File: src/verilog/gpp_pkg.sv
package gpp_pkg;

   // ---------------------------------------------------------------
   // Port widths
   // ---------------------------------------------------------------
   localparam int GPP_B_WIDTH = 8;
   localparam int GPP_A_WIDTH = 6;
   localparam int GPP_PIN_WIDTH = GPP_B_WIDTH + GPP_A_WIDTH;
   localparam int GPP_A_INPUT_ONLY_BIT = 2;

   // ---------------------------------------------------------------
   // Register byte offsets
   // ---------------------------------------------------------------
   localparam logic [7:0] GPP_OFS_B_DATA = 8'h00;
   localparam logic [7:0] GPP_OFS_B_DIR = 8'h04;
   localparam logic [7:0] GPP_OFS_B_PUE = 8'h08;
   localparam logic [7:0] GPP_OFS_A_DATA = 8'h0C;
   localparam logic [7:0] GPP_OFS_A_DIR = 8'h10;
   localparam logic [7:0] GPP_OFS_A_PUE = 8'h14;
   localparam int GPP_ADDR_WIDTH = 8;

   // ---------------------------------------------------------------
   // Reset values
   // ---------------------------------------------------------------
   localparam logic [GPP_B_WIDTH-1:0] GPP_B_DIR_RESET = 8'h00;
   localparam logic [GPP_B_WIDTH-1:0] GPP_B_PUE_RESET = 8'h00;
   localparam logic [GPP_A_WIDTH-1:0] GPP_A_DIR_RESET = 6'h00;
   localparam logic [GPP_A_WIDTH-1:0] GPP_A_PUE_RESET = 6'h00;
   localparam logic [31:0] GPP_READ_UNMAPPED = 32'h00000000;

   // ---------------------------------------------------------------
   // Bus slave states
   // ---------------------------------------------------------------
   typedef enum logic [1:0] {
      GPP_BUS_IDLE = 2'b00,
      GPP_BUS_ACK = 2'b01,
      GPP_BUS_DONE = 2'b11
   } gpp_bus_state_t;

endpackage

File: src/verilog/gpp_sync_if.sv
`timescale 1ns/100ps

interface gpp_sync_if;
   import gpp_pkg::*;

   logic [GPP_PIN_WIDTH-1:0] raw;
   logic [GPP_PIN_WIDTH-1:0] clean;

   modport producer (output raw, input clean);
   modport filter (input raw, output clean);
endinterface
File: src/verilog/gpp_port.sv
//
// Function
// Second port: eight pins, latch, direction, pullup
// Direction one drives pin, zero makes input
// Reset clears all second port direction bits
// Reset leaves data latches untouched
// Data read: latch if output, pin if input
// Data writes always load latch
// Pullup on when enabled and input
// Pullup disabled bit keeps pullup off
// Output direction forces pullup off immediately
// First port: same behaviour over six pins
// First port input writes touch only latch
// First port bit two never drives
// Software loads latch before making output
// Pin levels synchronised before register reads
//
// The Wishbone register port and the register offsets are this design's own decisions.
`timescale 1ns/100ps

module gpp_port
   import gpp_pkg::*;
(
   input wire logic sys_clk,
   input wire logic rst,
   input wire logic wb_cyc_i,
   input wire logic wb_stb_i,
   input wire logic wb_we_i,
   input wire logic [GPP_ADDR_WIDTH-1:0] wb_adr_i,
   input wire logic [3:0] wb_sel_i,
   input wire logic [31:0] wb_dat_i,
   output logic [31:0] wb_dat_o,
   output logic wb_ack_o,
   input wire logic [GPP_B_WIDTH-1:0] second_port_pin_in,
   output logic [GPP_B_WIDTH-1:0] second_port_pin_out,
   output logic [GPP_B_WIDTH-1:0] second_port_pin_oe_n,
   output logic [GPP_B_WIDTH-1:0] second_port_pullup_on,
   input wire logic [GPP_A_WIDTH-1:0] first_port_pin_in,
   output logic [GPP_A_WIDTH-1:0] first_port_pin_out,
   output logic [GPP_A_WIDTH-1:0] first_port_pin_oe_n,
   output logic [GPP_A_WIDTH-1:0] first_port_pullup_on
);

   // ---------------------------------------------------------------
   // Helpers
   // ---------------------------------------------------------------
   // Per bit read value: the latch where the pin is driven, the
   // synchronised pin level where it is an input.
   function automatic logic [GPP_B_WIDTH-1:0] port_read(
      input logic [GPP_B_WIDTH-1:0] latch,
      input logic [GPP_B_WIDTH-1:0] dir,
      input logic [GPP_B_WIDTH-1:0] pin
   );
      port_read = (latch & dir) | (pin & ~dir);
   endfunction

   // The pullup follows the enable only while the pin is an input.
   function automatic logic [GPP_B_WIDTH-1:0] pullup_state(
      input logic [GPP_B_WIDTH-1:0] pue,
      input logic [GPP_B_WIDTH-1:0] dir
   );
      pullup_state = pue & ~dir;
   endfunction

   // Byte lane zero carries every register of this block.
   function automatic logic lane0_write(
      input logic we,
      input logic [3:0] sel
   );
      lane0_write = we & sel[0];
   endfunction

   // Exact match on the full byte address, so unmapped words decode to nothing.
   function automatic logic addr_hit(
      input logic [GPP_ADDR_WIDTH-1:0] adr,
      input logic [GPP_ADDR_WIDTH-1:0] ofs
   );
      addr_hit = (adr == ofs);
   endfunction

   // Registers sit in the low bits of their word; the rest reads zero.
   function automatic logic [31:0] word_b(
      input logic [GPP_B_WIDTH-1:0] val
   );
      word_b = {{(32-GPP_B_WIDTH){1'b0}}, val};
   endfunction

   function automatic logic [31:0] word_a(
      input logic [GPP_A_WIDTH-1:0] val
   );
      word_a = {{(32-GPP_A_WIDTH){1'b0}}, val};
   endfunction

   // ---------------------------------------------------------------
   // Register state
   // ---------------------------------------------------------------
   logic [GPP_B_WIDTH-1:0] second_port_data_latch;
   logic [GPP_B_WIDTH-1:0] second_port_direction;
   logic [GPP_B_WIDTH-1:0] second_port_pullup_enable;
   logic [GPP_A_WIDTH-1:0] first_port_data_latch;
   logic [GPP_A_WIDTH-1:0] first_port_direction;
   logic [GPP_A_WIDTH-1:0] first_port_pullup_enable;

   gpp_bus_state_t bus_state;
   gpp_bus_state_t next_bus_state;

   logic bus_request;
   logic bus_take;
   logic bus_write;
   logic [7:0] wr_byte;

   logic sel_b_data;
   logic sel_b_dir;
   logic sel_b_pue;
   logic sel_a_data;
   logic sel_a_dir;
   logic sel_a_pue;
   logic wr_b_data;
   logic wr_b_dir;
   logic wr_b_pue;
   logic wr_a_data;
   logic wr_a_dir;
   logic wr_a_pue;

   logic [GPP_B_WIDTH-1:0] second_port_pin_bit;
   logic [GPP_A_WIDTH-1:0] first_port_pin_level;
   logic [GPP_A_WIDTH-1:0] first_port_drive;
   logic [GPP_B_WIDTH-1:0] a_read_wide;
   logic [GPP_A_WIDTH-1:0] a_read;
   logic [31:0] next_read;
   logic [31:0] rd_b_data;
   logic [31:0] rd_b_dir;
   logic [31:0] rd_b_pue;
   logic [31:0] rd_a_data;
   logic [31:0] rd_a_dir;
   logic [31:0] rd_a_pue;

   // ---------------------------------------------------------------
   // Pin synchronisation
   // ---------------------------------------------------------------
   gpp_sync_if pin_sync();

   assign pin_sync.raw = {first_port_pin_in, second_port_pin_in};

   gpp_sync u_sync (
      .sys_clk(sys_clk),
      .rst(rst),
      .sync(pin_sync.filter)
   );

   assign second_port_pin_bit = pin_sync.clean[GPP_B_WIDTH-1:0];
   assign first_port_pin_level = pin_sync.clean[GPP_PIN_WIDTH-1:GPP_B_WIDTH];

   // ---------------------------------------------------------------
   // Bus slave sequencing
   // ---------------------------------------------------------------
   // The answer comes one cycle after the request and is dropped the
   // cycle after; the done state keeps a held request from being
   // answered twice while the master releases it.
   assign bus_request = wb_cyc_i & wb_stb_i;
   assign bus_take = (bus_state == GPP_BUS_IDLE) & bus_request;
   assign bus_write = bus_take & lane0_write(wb_we_i, wb_sel_i);
   assign wr_byte = wb_dat_i[7:0];

   always_comb begin
      case (bus_state)
         GPP_BUS_IDLE: begin
            next_bus_state = bus_request ? GPP_BUS_ACK : GPP_BUS_IDLE;
         end
         GPP_BUS_ACK: begin
            next_bus_state = GPP_BUS_DONE;
         end
         GPP_BUS_DONE: begin
            next_bus_state = GPP_BUS_IDLE;
         end
         default: begin
            next_bus_state = GPP_BUS_IDLE;
         end
      endcase
   end

   always_ff @(posedge sys_clk) begin
      if (rst) begin
         bus_state <= GPP_BUS_IDLE;
      end else begin
         bus_state <= next_bus_state;
      end
   end

   always_ff @(posedge sys_clk) begin
      if (rst) begin
         wb_ack_o <= 1'b0;
      end else begin
         wb_ack_o <= bus_take;
      end
   end

   // ---------------------------------------------------------------
   // Address decode
   // ---------------------------------------------------------------
   assign sel_b_data = addr_hit(wb_adr_i, GPP_OFS_B_DATA);
   assign sel_b_dir = addr_hit(wb_adr_i, GPP_OFS_B_DIR);
   assign sel_b_pue = addr_hit(wb_adr_i, GPP_OFS_B_PUE);
   assign sel_a_data = addr_hit(wb_adr_i, GPP_OFS_A_DATA);
   assign sel_a_dir = addr_hit(wb_adr_i, GPP_OFS_A_DIR);
   assign sel_a_pue = addr_hit(wb_adr_i, GPP_OFS_A_PUE);

   // ---------------------------------------------------------------
   // Write strobes
   // ---------------------------------------------------------------
   // A strobe lasts only the taking edge, so a request held on through
   // the ack cycle can never write a register twice.
   assign wr_b_data = bus_write & sel_b_data;
   assign wr_b_dir = bus_write & sel_b_dir;
   assign wr_b_pue = bus_write & sel_b_pue;
   assign wr_a_data = bus_write & sel_a_data;
   assign wr_a_dir = bus_write & sel_a_dir;
   assign wr_a_pue = bus_write & sel_a_pue;

   // ---------------------------------------------------------------
   // Second port registers
   // ---------------------------------------------------------------
   // The latch has no reset on purpose: it keeps what it held, so
   // after power-up it is unknown until software writes it.
   always_ff @(posedge sys_clk) begin
      if (wr_b_data) begin
         second_port_data_latch <= wr_byte;
      end
   end

   always_ff @(posedge sys_clk) begin
      if (rst) begin
         second_port_direction <= GPP_B_DIR_RESET;
      end else if (wr_b_dir) begin
         second_port_direction <= wr_byte;
      end
   end

   always_ff @(posedge sys_clk) begin
      if (rst) begin
         second_port_pullup_enable <= GPP_B_PUE_RESET;
      end else if (wr_b_pue) begin
         second_port_pullup_enable <= wr_byte;
      end
   end

   // ---------------------------------------------------------------
   // First port registers
   // ---------------------------------------------------------------
   always_ff @(posedge sys_clk) begin
      if (wr_a_data) begin
         first_port_data_latch <= wr_byte[GPP_A_WIDTH-1:0];
      end
   end

   always_ff @(posedge sys_clk) begin
      if (rst) begin
         first_port_direction <= GPP_A_DIR_RESET;
      end else if (wr_a_dir) begin
         first_port_direction <= wr_byte[GPP_A_WIDTH-1:0];
      end
   end

   always_ff @(posedge sys_clk) begin
      if (rst) begin
         first_port_pullup_enable <= GPP_A_PUE_RESET;
      end else if (wr_a_pue) begin
         first_port_pullup_enable <= wr_byte[GPP_A_WIDTH-1:0];
      end
   end

   // ---------------------------------------------------------------
   // Pin drive
   // ---------------------------------------------------------------
   // Glitch-free enabling relies on software loading the latch before
   // it sets a direction bit; the drive itself is not delayed.
   assign second_port_pin_out = second_port_data_latch;
   assign second_port_pin_oe_n = ~second_port_direction;
   assign second_port_pullup_on = pullup_state(second_port_pullup_enable, second_port_direction);

   always_comb begin
      first_port_drive = first_port_direction;
      first_port_drive[GPP_A_INPUT_ONLY_BIT] = 1'b0;
   end

   assign first_port_pin_out = first_port_data_latch;
   assign first_port_pin_oe_n = ~first_port_drive;
   assign first_port_pullup_on = GPP_A_WIDTH'(pullup_state(
      {{(GPP_B_WIDTH-GPP_A_WIDTH){1'b0}}, first_port_pullup_enable},
      {{(GPP_B_WIDTH-GPP_A_WIDTH){1'b0}}, first_port_direction}));

   // ---------------------------------------------------------------
   // Read back
   // ---------------------------------------------------------------
   // The input-only bit has no output path, so it always reports the
   // pin, even when its direction bit is set.
   assign a_read_wide = port_read(
      {{(GPP_B_WIDTH-GPP_A_WIDTH){1'b0}}, first_port_data_latch},
      {{(GPP_B_WIDTH-GPP_A_WIDTH){1'b0}}, first_port_drive},
      {{(GPP_B_WIDTH-GPP_A_WIDTH){1'b0}}, first_port_pin_level});
   assign a_read = a_read_wide[GPP_A_WIDTH-1:0];

   assign rd_b_data = word_b(port_read(second_port_data_latch, second_port_direction,
      second_port_pin_bit));
   assign rd_b_dir = word_b(second_port_direction);
   assign rd_b_pue = word_b(second_port_pullup_enable);
   assign rd_a_data = word_a(a_read);
   assign rd_a_dir = word_a(first_port_direction);
   assign rd_a_pue = word_a(first_port_pullup_enable);

   always_comb begin
      case (wb_adr_i)
         GPP_OFS_B_DATA: begin
            next_read = rd_b_data;
         end
         GPP_OFS_B_DIR: begin
            next_read = rd_b_dir;
         end
         GPP_OFS_B_PUE: begin
            next_read = rd_b_pue;
         end
         GPP_OFS_A_DATA: begin
            next_read = rd_a_data;
         end
         GPP_OFS_A_DIR: begin
            next_read = rd_a_dir;
         end
         GPP_OFS_A_PUE: begin
            next_read = rd_a_pue;
         end
         default: begin
            next_read = GPP_READ_UNMAPPED;
         end
      endcase
   end

   always_ff @(posedge sys_clk) begin
      if (rst) begin
         wb_dat_o <= GPP_READ_UNMAPPED;
      end else if (bus_take) begin
         wb_dat_o <= next_read;
      end
   end

endmodule

File: src/verilog/gpp_sync.sv
`timescale 1ns/100ps

module gpp_sync
   import gpp_pkg::*;
(
   input wire logic sys_clk,
   input wire logic rst,
   gpp_sync_if.filter sync
);

   // ---------------------------------------------------------------
   // Three stage synchroniser
   // ---------------------------------------------------------------
   // The first stage is seen only by the second one, so a metastable
   // sample never reaches the agreement check or the register file.
   logic [GPP_PIN_WIDTH-1:0] stage1;
   logic [GPP_PIN_WIDTH-1:0] stage2;
   logic [GPP_PIN_WIDTH-1:0] stage3;
   logic [GPP_PIN_WIDTH-1:0] level;

   always_ff @(posedge sys_clk) begin
      stage1 <= sync.raw;
      stage2 <= stage1;
      stage3 <= stage2;
   end

   // A change is taken once the second and third stages agree.
   always_ff @(posedge sys_clk) begin
      if (rst) begin
         level <= '0;
      end else begin
         for (int i = 0; i < GPP_PIN_WIDTH; i++) begin
            if (stage2[i] == stage3[i]) begin
               level[i] <= stage3[i];
            end
         end
      end
   end

   assign sync.clean = level;

endmodule

File: config.mk
export PLATFORM = sky130hd
export DESIGN_NAME = gpp_port
export DESIGN_NICKNAME = d
export VERILOG_FILES = /design/src/verilog/gpp_pkg.sv /design/src/verilog/gpp_sync_if.sv /design/src/verilog/gpp_port.sv /design/src/verilog/gpp_sync.sv
export SDC_FILE = /design/constraint.sdc
export NUM_CORES = 1
export LEC_CHECK = 0
export BUFFER_PORTS_ARGS = -buffer_cell sky130_fd_sc_hd__buf_2
export CORE_ASPECT_RATIO = 0.7
export CORE_MARGIN = 2
export CORE_UTILIZATION = 50
export DETAILED_ROUTE_END_ITERATION = 7
export GPL_ROUTABILITY_DRIVEN = 0
export GPL_TIMING_DRIVEN = 0
export PLACE_DENSITY_LB_ADDON = 0.15
export SLEW_MARGIN = 20
export SYNTH_ARGS = -nofsm -noshare
export SYNTH_HDL_FRONTEND = slang
export SYNTH_HIERARCHICAL = 1
export SYNTH_SLANG_ARGS = --single-unit
File: constraint.sdc
create_clock -name sys_clk -period 3 [get_ports sys_clk]
set_input_delay 0 -clock sys_clk [delete_from_list [all_inputs] [get_ports sys_clk]]
set_output_delay 0 -clock sys_clk [all_outputs]
set_load 0.01 [all_outputs]
==> reports/qor.yml, run 1 <==
drt:
  totalWireLength_um: 10000
  dr.first_iter.drc_count: 218
  final_antenna_net_count: 0
  first_pass_iters: 4
  drc: 0
  wire_per_inst_um: 15.6
  viasPerCell: 5.07
  vias: 3243
cells_and_area:
  layout_commonest_cell: "dfxtp_1"
  final-seq-area_mm2: 0.00232
  area_growth_pct: 28.7
  finalInstanceArea_mm2: 0.00527
  nets: 598
  final_cell_mix: "dfxtp_1, buf_2, mux2i_1"
  diodes: 0
  fillers: 674
  multi_input_area_mm2: 0.00156
  layout-drive-gt1-share_pct: 25.4
sta:
  finalSetupViolations: 0
  rsz0062_at_grt: "false"
  period_minus_slack_ns: 2.44
  skew_ns: 0.0100
  setup_ws_ns: 0.556
  hold_viol_final: 0
  maxSlewViolCount: 0
  fmax_mhz: 409
  post-route-period-util_pct: 81.5
  relSlewSlack_pct: 45.1
  worst_slew_pin_slew_ns: 0.817
placement:
  dp_slack_ns: 0.614
  place_area_mm2: 0.00476
  io_buffers: 85
  hpwl_um: 7200
pwr:
  p_leak_nw: 2.10
  power.density_mw_per_mm2: 544
  power.total_mw: 2.87
  vdd_ir_drop_max_uv: 400
setup_path:
  cpPeakStageDelay_ns: 0.63
  crit_fanout: 10
  cp-start-kind: "register"
  critPathBufInv: 3
  crit_family: "buffers and inverters"
  end_kind: "register"
  path_cells: "nand4bb_1 -> clkbuf_1 -> clkbuf_1 -> nor4_2 -> buf_2"
  critPathRequiredTime_ns: 3.04
  critPathKind: "reg -> reg"
  crit_top_cell: "clkbuf_1"
  critPathSlowestCell: "nor4_2"
  arrival_ns: 2.49
  rrSetupSlack_ns: 0.56
global_route:
  grt_max_degree: 17
  grt_antenna_before_repair: 0
  grt_pass1_wl_um: 15600
  grt_pass1_vias: 3051
  grt_overflow: 0
  grt_util_all_layers_pct: 22.9
synth:
  avgSynthCellArea_um2: 10.5
  synth_cell_types: 38
  synth-async-reset-ratio_pct: 0
  synth_flop_cell: "dfxtp_1"
  synth_warnings: 6
  synth_edf_count: 14
  synth-seq-cells: 109
  syn_inst: 391
  synth_seq_area_share_pct: 56.7
  syn_area_mm2: 0.00409
clock_network:
  ctsHtreeMaxLevel: 3
  cts_buffers: 9
  clk_latency_ns: 0.34
  cts_root_buffer: "clkbuf_16"
  cts_tree: "built"
  cts-resized-gates: 0
  cts_hold_buf: 23
  clk_pin_slew_ns: 0.06
  postCtsSetupBuffers: 0
  ctsLongestPathBuffers: 2
  clock-sinks: 109
die:
  rows: 27
  die-area_mm2: 0.00894
  core_mm2: 0.00791
  fp.dieH_um: 79.7
  die_w_um: 112
  io-pin-count: 138
  start_util_pct: 51.8
job:
  cap_violations: 0
run_status:
  status: "complete, no violations"
worst_hold_path:
  min_path_type: "in -> reg"
cell families (layout without fill, tap and decap cells):
group | after synthesis | count (layout) | synth area share, %
and+or+nand+nor | 108 | 108 | 15.1
buffers and inverters | 53 | 178 | 7.52
muxes | 32 | 32 | 7.83
other | 2 | 25 | 0.183
DFF | 109 | 109 | 56.7
AOI/OAI and AO/OA | 87 | 87 | 12.7
routing by layer:
layer  vias to the layer above  GRT usage [%]  routed length, µm
li1                       1600              -                  -
met1                      1536           30.4               4610
met2                       101           37.0               4670
met3                         6           6.15                658
met4                         0           6.83                 73
met5                         -              0                  0
worst reg2reg max path, cell delays in order (launching register included):
cell	delay [ns]
dfxtp_1	0.31
nand4bb_1	0.18
clkbuf_1	0.34
clkbuf_1	0.37
nor4_2	0.63
buf_2	0.32
synthesized netlist by cell type, types with 3 or more instances:
cell type / n / share of area (%)
nor4_4: 4 / 2.1
nor2b_1: 22 / 3.4
a22oi_1: 5 / 0.92
a31oi_1: 5 / 0.76
a211oi_1: 5 / 0.92
nor4_1: 3 / 0.46
edfxtp_1: 14 / 10
o21ai_0: 26 / 3.2
dfxtp_1: 95 / 46
inv_1: 14 / 1.3
buf_4: 25 / 4.6
a21oi_1: 26 / 3.2
o21ai_1: 5 / 0.61
clkbuf_1: 10 / 0.92
nor2_1: 29 / 2.7
mux2i_1: 32 / 7.8
nand3_1: 8 / 0.98
a21o_1: 5 / 0.92
nand2_1: 24 / 2.2
a22o_1: 6 / 1.3
path summary, 6_finish.rpt:
path                                               end  cells past startpoint        startpoint
worst max-delay path            second_port_pin_out[0]                      5      bus_state[1]
worst max register to register  second_port_pin_out[0]                      5      bus_state[1]
worst min register to register        u_sync/stage2[4]                      0  u_sync/stage1[4]
worst min-delay path                       wb_dat_o[7]                      4       wb_adr_i[4]
power by group:
group | switching [mW] | internal, mW
combinational | 0.103 | 0.0859
clock | 0.492 | 0.642
sequential | 0.0211 | 1.52
total | 0.617 | 2.25
layout make-up:
cell class / count / area share [%]
Inverter: 14 / 0.997
Clock inverter: 4 / 0.950
Sequential cell: 109 / 44.1
Timing Repair Buffer: 110 / 12.7
Multi-Input combinational cell: 252 / 29.6
Buffer: 39 / 4.84
Clock buffer: 11 / 4.42
Tap cell: 101 / 2.40
through the flow:
| stage | hold slack [ns] | utilization [%] | TNS, ns | instances |
|---|---|---|---|---|
| 4_1_cts | 0.0596 | 66.7 | 0 | 640 |
| 5_1_grt | 0.0853 | 66.7 | 0 | 640 |
| 3_3_place_gp | 0.102 | 59.8 | -1.55 | 600 |
| 6_report | 0.0675 | 66.7 | 0 | 640 |
| 3_5_place_dp | 0.104 | 60.2 | 0 | 602 |
| 2_1_floorplan | 0.0277 | - | 0 | 414 |
registers in the layout, summed over array words and instances, names as in the netlist:
| register | cells |
|---|---|
| bus_state | 2 |
| first_port_direction | 6 |
| first_port_pin_out | 6 |
| first_port_pullup_enable | 6 |
| second_port_direction | 8 |
| second_port_pin_out | 8 |
| second_port_pullup_enable | 8 |
| u_sync/stage1 | 14 |
| u_sync/stage2 | 14 |
| u_sync/stage3 | 14 |
| u_sync/sync.clean | 14 |
| wb_ack_o | 1 |
| wb_dat_o | 8 |
Power figures use the tool's default switching activity.
==> run 2, diff against run 1 <==
Settings changed: ABC_AREA from default to 1.
Clock period 3 ns to 2.55 ns, I/O delays scaled along.
==> reports/qor.yml, run 2 <==
setup_path:
  rr_startpoint: "bus_state[1]"  # unchanged
  critPathKind: "reg -> reg"  # unchanged
  end_kind: "register"  # unchanged
  critPathRequiredTime_ns: 2.52  # was 3.04 ns
  rrSetupSlack_ns: 0.52  # was 0.56 ns
  worst_r2r_path_depth: 5  # unchanged
  crit_fanout: 9  # was 10
  r2r_end: "second_port_pin_out[2]"  # was second_port_pin_out[0]
  arrival_ns: 2.00  # was 2.49 ns
  cp-start-kind: "register"  # unchanged
cells_and_area:
  fillers: 652  # was 674
  fin_cells: 727  # was 640
  final_cell_mix: "dfxtp_1, nand2_1, buf_2"  # was dfxtp_1, buf_2, mux2i_1
  final-seq-area_mm2: 0.00232  # unchanged
  nets: 684  # was 598
  multi_input_area_mm2: 0.00154  # was 0.00156 mm²
  layout-drive-gt1-share_pct: 29.7  # was 25.4%
  diodes: 0  # unchanged
  area_growth_pct: 28.0  # was 28.7%
  finalInstanceArea_mm2: 0.00539  # was 0.00527 mm²
  layout_commonest_cell: "dfxtp_1"  # unchanged
drt:
  totalWireLength_um: 9810  # was 10000 µm
  first_pass_iters: 6  # was 4
  vias: 3496  # was 3243
  wire_per_inst_um: 13.5  # was 15.6 µm
  dr.first_iter.drc_count: 218  # unchanged
  final_antenna_net_count: 0  # unchanged
  drc: 0  # unchanged
  viasPerCell: 4.81  # was 5.07
synth:
  synth_most_common_cell: "dfxtp_1"  # unchanged
  syn_inst: 478  # was 391
  synth_top_area_cell: "dfxtp_1"  # unchanged
  syn_area_mm2: 0.00421  # was 0.00409 mm²
  synth_cell_types: 28  # was 38
  avgSynthCellArea_um2: 8.80  # was 10.5 µm²
  synth_top_cells_by_count: "dfxtp_1, nand2_1, nor2_1"  # was dfxtp_1, mux2i_1, nor2_1
  synth_flop_cell: "dfxtp_1"  # unchanged
  synth_warnings: 6  # unchanged
  synth_edf_count: 14  # unchanged
  synth_seq_area_share_pct: 55.2  # was 56.7%
  synth-async-reset-ratio_pct: 0  # unchanged
  synth-seq-cells: 109  # unchanged
  synth_top_area_share_pct: 45.2  # was 46.5%
  netlist_top_cells_area: "dfxtp_1, edfxtp_1, nand2_1"  # was dfxtp_1, edfxtp_1, mux2i_1
die:
  start_util_pct: 52.5  # was 51.8%
  die-area_mm2: 0.00917  # was 0.00894 mm²
  core_mm2: 0.00801  # was 0.00791 mm²
  die_w_um: 114  # was 112 µm
  fp.dieH_um: 80.7  # was 79.7 µm
  rows: 27  # unchanged
  io-pin-count: 138  # unchanged
pwr:
  power.total_mw: 3.39  # was 2.87 mW
  combPwrFrac_pct: 6.6  # about the same
  intPower_mw: 2.64  # was 2.25 mW
  p_leak_nw: 2.43  # was 2.10 nW
  p_seq_share_pct: 53.5  # was 53.8%
  swShare_pct: 22.1  # was 21.5%
  power.density_mw_per_mm2: 629  # was 544 mW/mm²
  clkPwrFrac_pct: 39.8  # was 39.6%
  vdd_ir_drop_max_uv: 595  # was 400 µV
  p_switching_mw: 0.750  # was 0.617 mW
global_route:
  grt_pass1_wl_um: 15400  # was 15600 µm
  grt_max_degree: 18  # was 17
  grt_util_all_layers_pct: 22.1  # was 22.9%
  grt_antenna_before_repair: 0  # unchanged
  grt_pass1_vias: 3227  # was 3051
  grt_overflow: 0  # unchanged
clock_network:
  clk_pin_slew_ns: 0.07  # was 0.06 ns
  cts_buffers: 9  # unchanged
  cts_root_buffer: "clkbuf_16"  # unchanged
  clock-sinks: 109  # unchanged
  ctsHtreeMaxLevel: 3  # unchanged
  cts-resized-gates: 0  # unchanged
  ctsLongestPathBuffers: 2  # unchanged
  cts_tree: "built"  # unchanged
  clk_latency_ns: 0.35  # was 0.34 ns
worst_hold_path:
  min_delay_path_depth: 3  # was 4
  min_path_type: "in -> reg"  # unchanged
  hp-start: "wb_adr_i[2]"  # was wb_adr_i[4]
  holdPathEnd: "first_port_pin_out[5]"  # was wb_dat_o[7]
sta:
  hold_viol_final: 0  # unchanged
  worst_slew_pin_slew_ns: 0.903  # was 0.817 ns
  hold_ws_ns: 0.177  # was 0.0675 ns
  post-route-period-util_pct: 79.5  # was 81.5%
  maxSlewViolCount: 0  # unchanged
  rsz0062_at_grt: "false"  # unchanged
  skew_ns: 0.00712  # was 0.0100 ns
  relSlewSlack_pct: 39.5  # was 45.1%
  fmax_mhz: 493  # was 409 MHz
  setup-tns-final_ns: 0  # unchanged
  finalSetupViolations: 0  # unchanged
  period_minus_slack_ns: 2.03  # was 2.44 ns
placement:
  hpwl_um: 7250  # was 7200 µm
  placed_cells: 688  # was 602
  io_buffers: 85  # unchanged
  place_area_mm2: 0.00486  # was 0.00476 mm²
job:
  cap_violations: 0  # unchanged
run_status:
  status: "complete, no violations"  # unchanged
-- run 2: cell types whose count changed in the layout (fill, tap and decap cells not counted), sizes merged, moves of 6 or more --
cell    delta
mux2i     -32
clkbuf     -6
nor2      +43
nor2b     -22
a22o       -6
nand3     +13
a21oi     +19
o21ai     +11
inv       +30
nand2     +73
nor4       -6
-- run 2: critical path, stage by stage (launching register included) --
cell and delay, ns:
dfxtp_1 0.30, inv_1 0.06, nand4_1 0.19, nor2_4 0.24, inv_2 0.16, nor3_2 0.71
-- run 2: power by group through the flow --
stage                     sequential (mW)  combinational (mW)  clock [mW]
after floorplan                      1.85               0.133           0
after global placement               1.85               0.188           0
after detailed placement             1.85               0.194           0
after CTS                            1.81               0.222        1.38
after global routing                 1.82               0.249        1.44
final                                1.81               0.224        1.35
-- run 2: final cells by class --
type / instances / area share, %
repair buffers: 109 / 12.3
inverters: 43 / 3.00
plain buffers: 36 / 5.27
well taps: 101 / 2.35
flip-flops and latches: 109 / 43.1
clock buffers: 11 / 4.90
multi-input cells: 313 / 28.5
clock inverters: 5 / 0.581
-- run 2: logic make-up after synthesis --
logic type             after synthesis  synth area share (%)
and+or+nand+nor                    199                  22.0
DFF                                109                  55.2
AOI/OAI and AO/OA                   89                  12.0
buffers and inverters               79                  10.6
other                                2                 0.179
-- run 2: layer usage --
| metal | up-vias | routed length [µm] | GRT usage, % |
|---|---|---|---|
| li1 | 1769 | - | - |
| met1 | 1579 | 4590 | 29.1 |
| met2 | 140 | 4320 | 35.4 |
| met3 | 8 | 786 | 7.46 |
| met4 | 0 | 103 | 5.61 |
| met5 | - | 0 | 0 |
-- run 2: timing repair --
action / 4_1_cts / 5_1_grt
hold endpoints to repair: 37 / 0
buffers inserted: 0 / 0
hold buffers: 23 / 0
-- run 2: per-stage QoR --
stage | utilization [%] | setup WS [ns]
2_1_floorplan | - | 0.716
3_3_place_gp | 60.5 | 0.0360
3_5_place_dp | 60.7 | 0.565
4_1_cts | 67.3 | 0.549
5_1_grt | 67.3 | 0.440
6_report | 67.3 | 0.522
-- run 2: how the worst max path moves through the flow --
| stage | startpoint | to | slack [ns] | cells after the start |
|---|---|---|---|---|
| global route | bus_state[1] | second_port_pin_out[2] | 0.44 | 5 |
| CTS | bus_state[1] | second_port_pin_out[2] | 0.55 | 5 |
| detailed placement | bus_state[1] | second_port_pin_out[3] | 0.57 | 5 |
| finish | bus_state[1] | second_port_pin_out[2] | 0.52 | 5 |
| global placement | bus_state[1] | first_port_pin_out[4] | 0.04 | 5 |
| floorplan | bus_state[1] | first_port_pin_out[0] | 0.72 | 5 |
==> run 3, diff against run 2 <==
Clock period 2.55 ns to 2 ns, I/O delays scaled along.
==> reports/qor.yml, run 3 (synthesized netlist as in run 2, its figures left out) <==
worst_hold_path:
  min_delay_path_depth: 3  # unchanged
  min_path_type: "in -> reg"  # unchanged
global_route:
  grt_antenna_before_repair: 0  # unchanged
  grt_max_degree: 18  # unchanged
  grt_pass1_wl_um: 15400  # about the same
  grt_overflow: 0  # unchanged
  grt_util_all_layers_pct: 22.1  # about the same
  grt_pass1_vias: 3238  # was 3227
pwr:
  p_leak_nw: 2.45  # was 2.43 nW
  power.total_mw: 4.32  # was 3.39 mW
  power.density_mw_per_mm2: 801  # was 629 mW/mm²
  vdd_ir_drop_max_uv: 757  # was 595 µV
sta:
  fmax_mhz: 563  # was 493 MHz
  maxSlewViolCount: 0  # unchanged
  setup_ws_ns: 0.225  # was 0.522 ns
  post-route-period-util_pct: 88.7  # was 79.5%
  relSlewSlack_pct: 62.0  # was 39.5%
  hold_ws_ns: 0.178  # was 0.177 ns
  hold_viol_final: 0  # unchanged
  period_minus_slack_ns: 1.77  # was 2.03 ns
  finalSetupViolations: 0  # unchanged
  worst_slew_pin_slew_ns: 0.570  # was 0.903 ns
  skew_ns: 0.00513  # was 0.00712 ns
  rsz0062_at_grt: "false"  # unchanged
clock_network:
  cts_tree: "built"  # unchanged
  clk_pin_slew_ns: 0.07  # about the same
  ctsHtreeMaxLevel: 3  # unchanged
  ctsLongestPathBuffers: 2  # unchanged
  clk_latency_ns: 0.35  # about the same
  cts_buffers: 9  # unchanged
  clock-sinks: 109  # unchanged
  cts_root_buffer: "clkbuf_16"  # unchanged
  postCtsSetupBuffers: 0  # unchanged
setup_path:
  critPathRequiredTime_ns: 1.98  # was 2.52 ns
  critPathKind: "reg -> reg"  # unchanged
  worst_r2r_path_depth: 5  # unchanged
  end_kind: "register"  # unchanged
  arrival_ns: 1.76  # was 2.00 ns
  crit_fanout: 9  # unchanged
  cp-start-kind: "register"  # unchanged
  rrSetupSlack_ns: 0.23  # was 0.52 ns
placement:
  dp_slack_ns: 0.0154  # was 0.565 ns
  io_buffers: 85  # unchanged
  hpwl_um: 7250  # unchanged
  placed_cells: 688  # unchanged
drt:
  first_pass_iters: 6  # unchanged
  dr.first_iter.drc_count: 188  # was 218
  viasPerCell: 4.82  # was 4.81
  drc: 0  # unchanged
  vias: 3502  # was 3496
  final_antenna_net_count: 0  # unchanged
  totalWireLength_um: 9740  # was 9810 µm
  wire_per_inst_um: 13.4  # was 13.5 µm
die:
  io-pin-count: 138  # unchanged
  fp.dieH_um: 80.7  # unchanged
  core_mm2: 0.00801  # unchanged
  die-area_mm2: 0.00917  # unchanged
  die_w_um: 114  # unchanged
  start_util_pct: 52.5  # unchanged
  rows: 27  # unchanged
cells_and_area:
  layout_commonest_cell: "dfxtp_1"  # unchanged
  final_cell_mix: "dfxtp_1, nand2_1, buf_2"  # unchanged
  nets: 684  # unchanged
  diodes: 0  # unchanged
  fillers: 653  # was 652
  area_growth_pct: 28.2  # was 28.0%
  fin_cells: 727  # unchanged
  layout-drive-gt1-share_pct: 29.7  # unchanged
  utilization_pct: 67.4  # was 67.3%
run_status:
  status: "complete, no violations"  # unchanged
job:
  cap_violations: 0  # unchanged
[run 3: worst paths after layout]
path	endpoint	start
worst min register to register	u_sync/stage2[6]	u_sync/stage1[6]
worst max register to register	second_port_pin_out[2]	bus_state[1]
worst max-delay path	second_port_pin_out[2]	bus_state[1]
worst min-delay path	first_port_pin_out[5]	wb_adr_i[3]
[run 3: metal layers]
metal	GRT usage (%)	wire [µm]	share of wire, %	up-vias
met5	0	0	0	-
met4	5.37	127	1.3	0
met3	7.46	749	7.7	8
met2	35.7	4330	44	125
met1	29.1	4540	47	1597
li1	-	-	-	1772
[run 3: timing repair]
item	CTS	global route
endpoints found under the setup margin	5	0
endpoints found under the hold margin	37	0
hold buffers	23	0
gates resized for setup	1	0
[run 3: power breakdown]
| part | internal [mW] | switching (mW) | total (mW) | leakage (nW) |
|---|---|---|---|---|
| sequential | 2.28 | 0.0343 | 2.31 | 0.910 |
| clock | 0.952 | 0.767 | 1.72 | 0.148 |
| combinational | 0.133 | 0.153 | 0.286 | 1.39 |
[run 3: worst max-delay path, stage by stage, from the launching register on]
cell and delay [ns]:
dfxtp_1 0.30, inv_1 0.06, nand4_1 0.19, nor2_4 0.24
inv_2 0.16, nor3_4 0.46
[run 3: cell type report]
type | instances | area (µm²) | area share, %
well taps | 101 | 126 | 2.34
clock inverters | 5 | 31.3 | 0.580
clock buffers | 11 | 264 | 4.90
inverters | 43 | 161 | 2.99
flip-flops and latches | 109 | 2320 | 43.1
plain buffers | 36 | 284 | 5.27
repair buffers | 109 | 661 | 12.3
multi-input cells | 313 | 1540 | 28.6
[run 3: metrics by stage]
stage | instance area (µm²) | TNS [ns]
finish | 5390 | 0
global route | 5390 | 0
CTS | 5390 | 0
detailed placement | 4860 | 0
global placement | 4840 | -6.39
floorplan | 4290 | 0
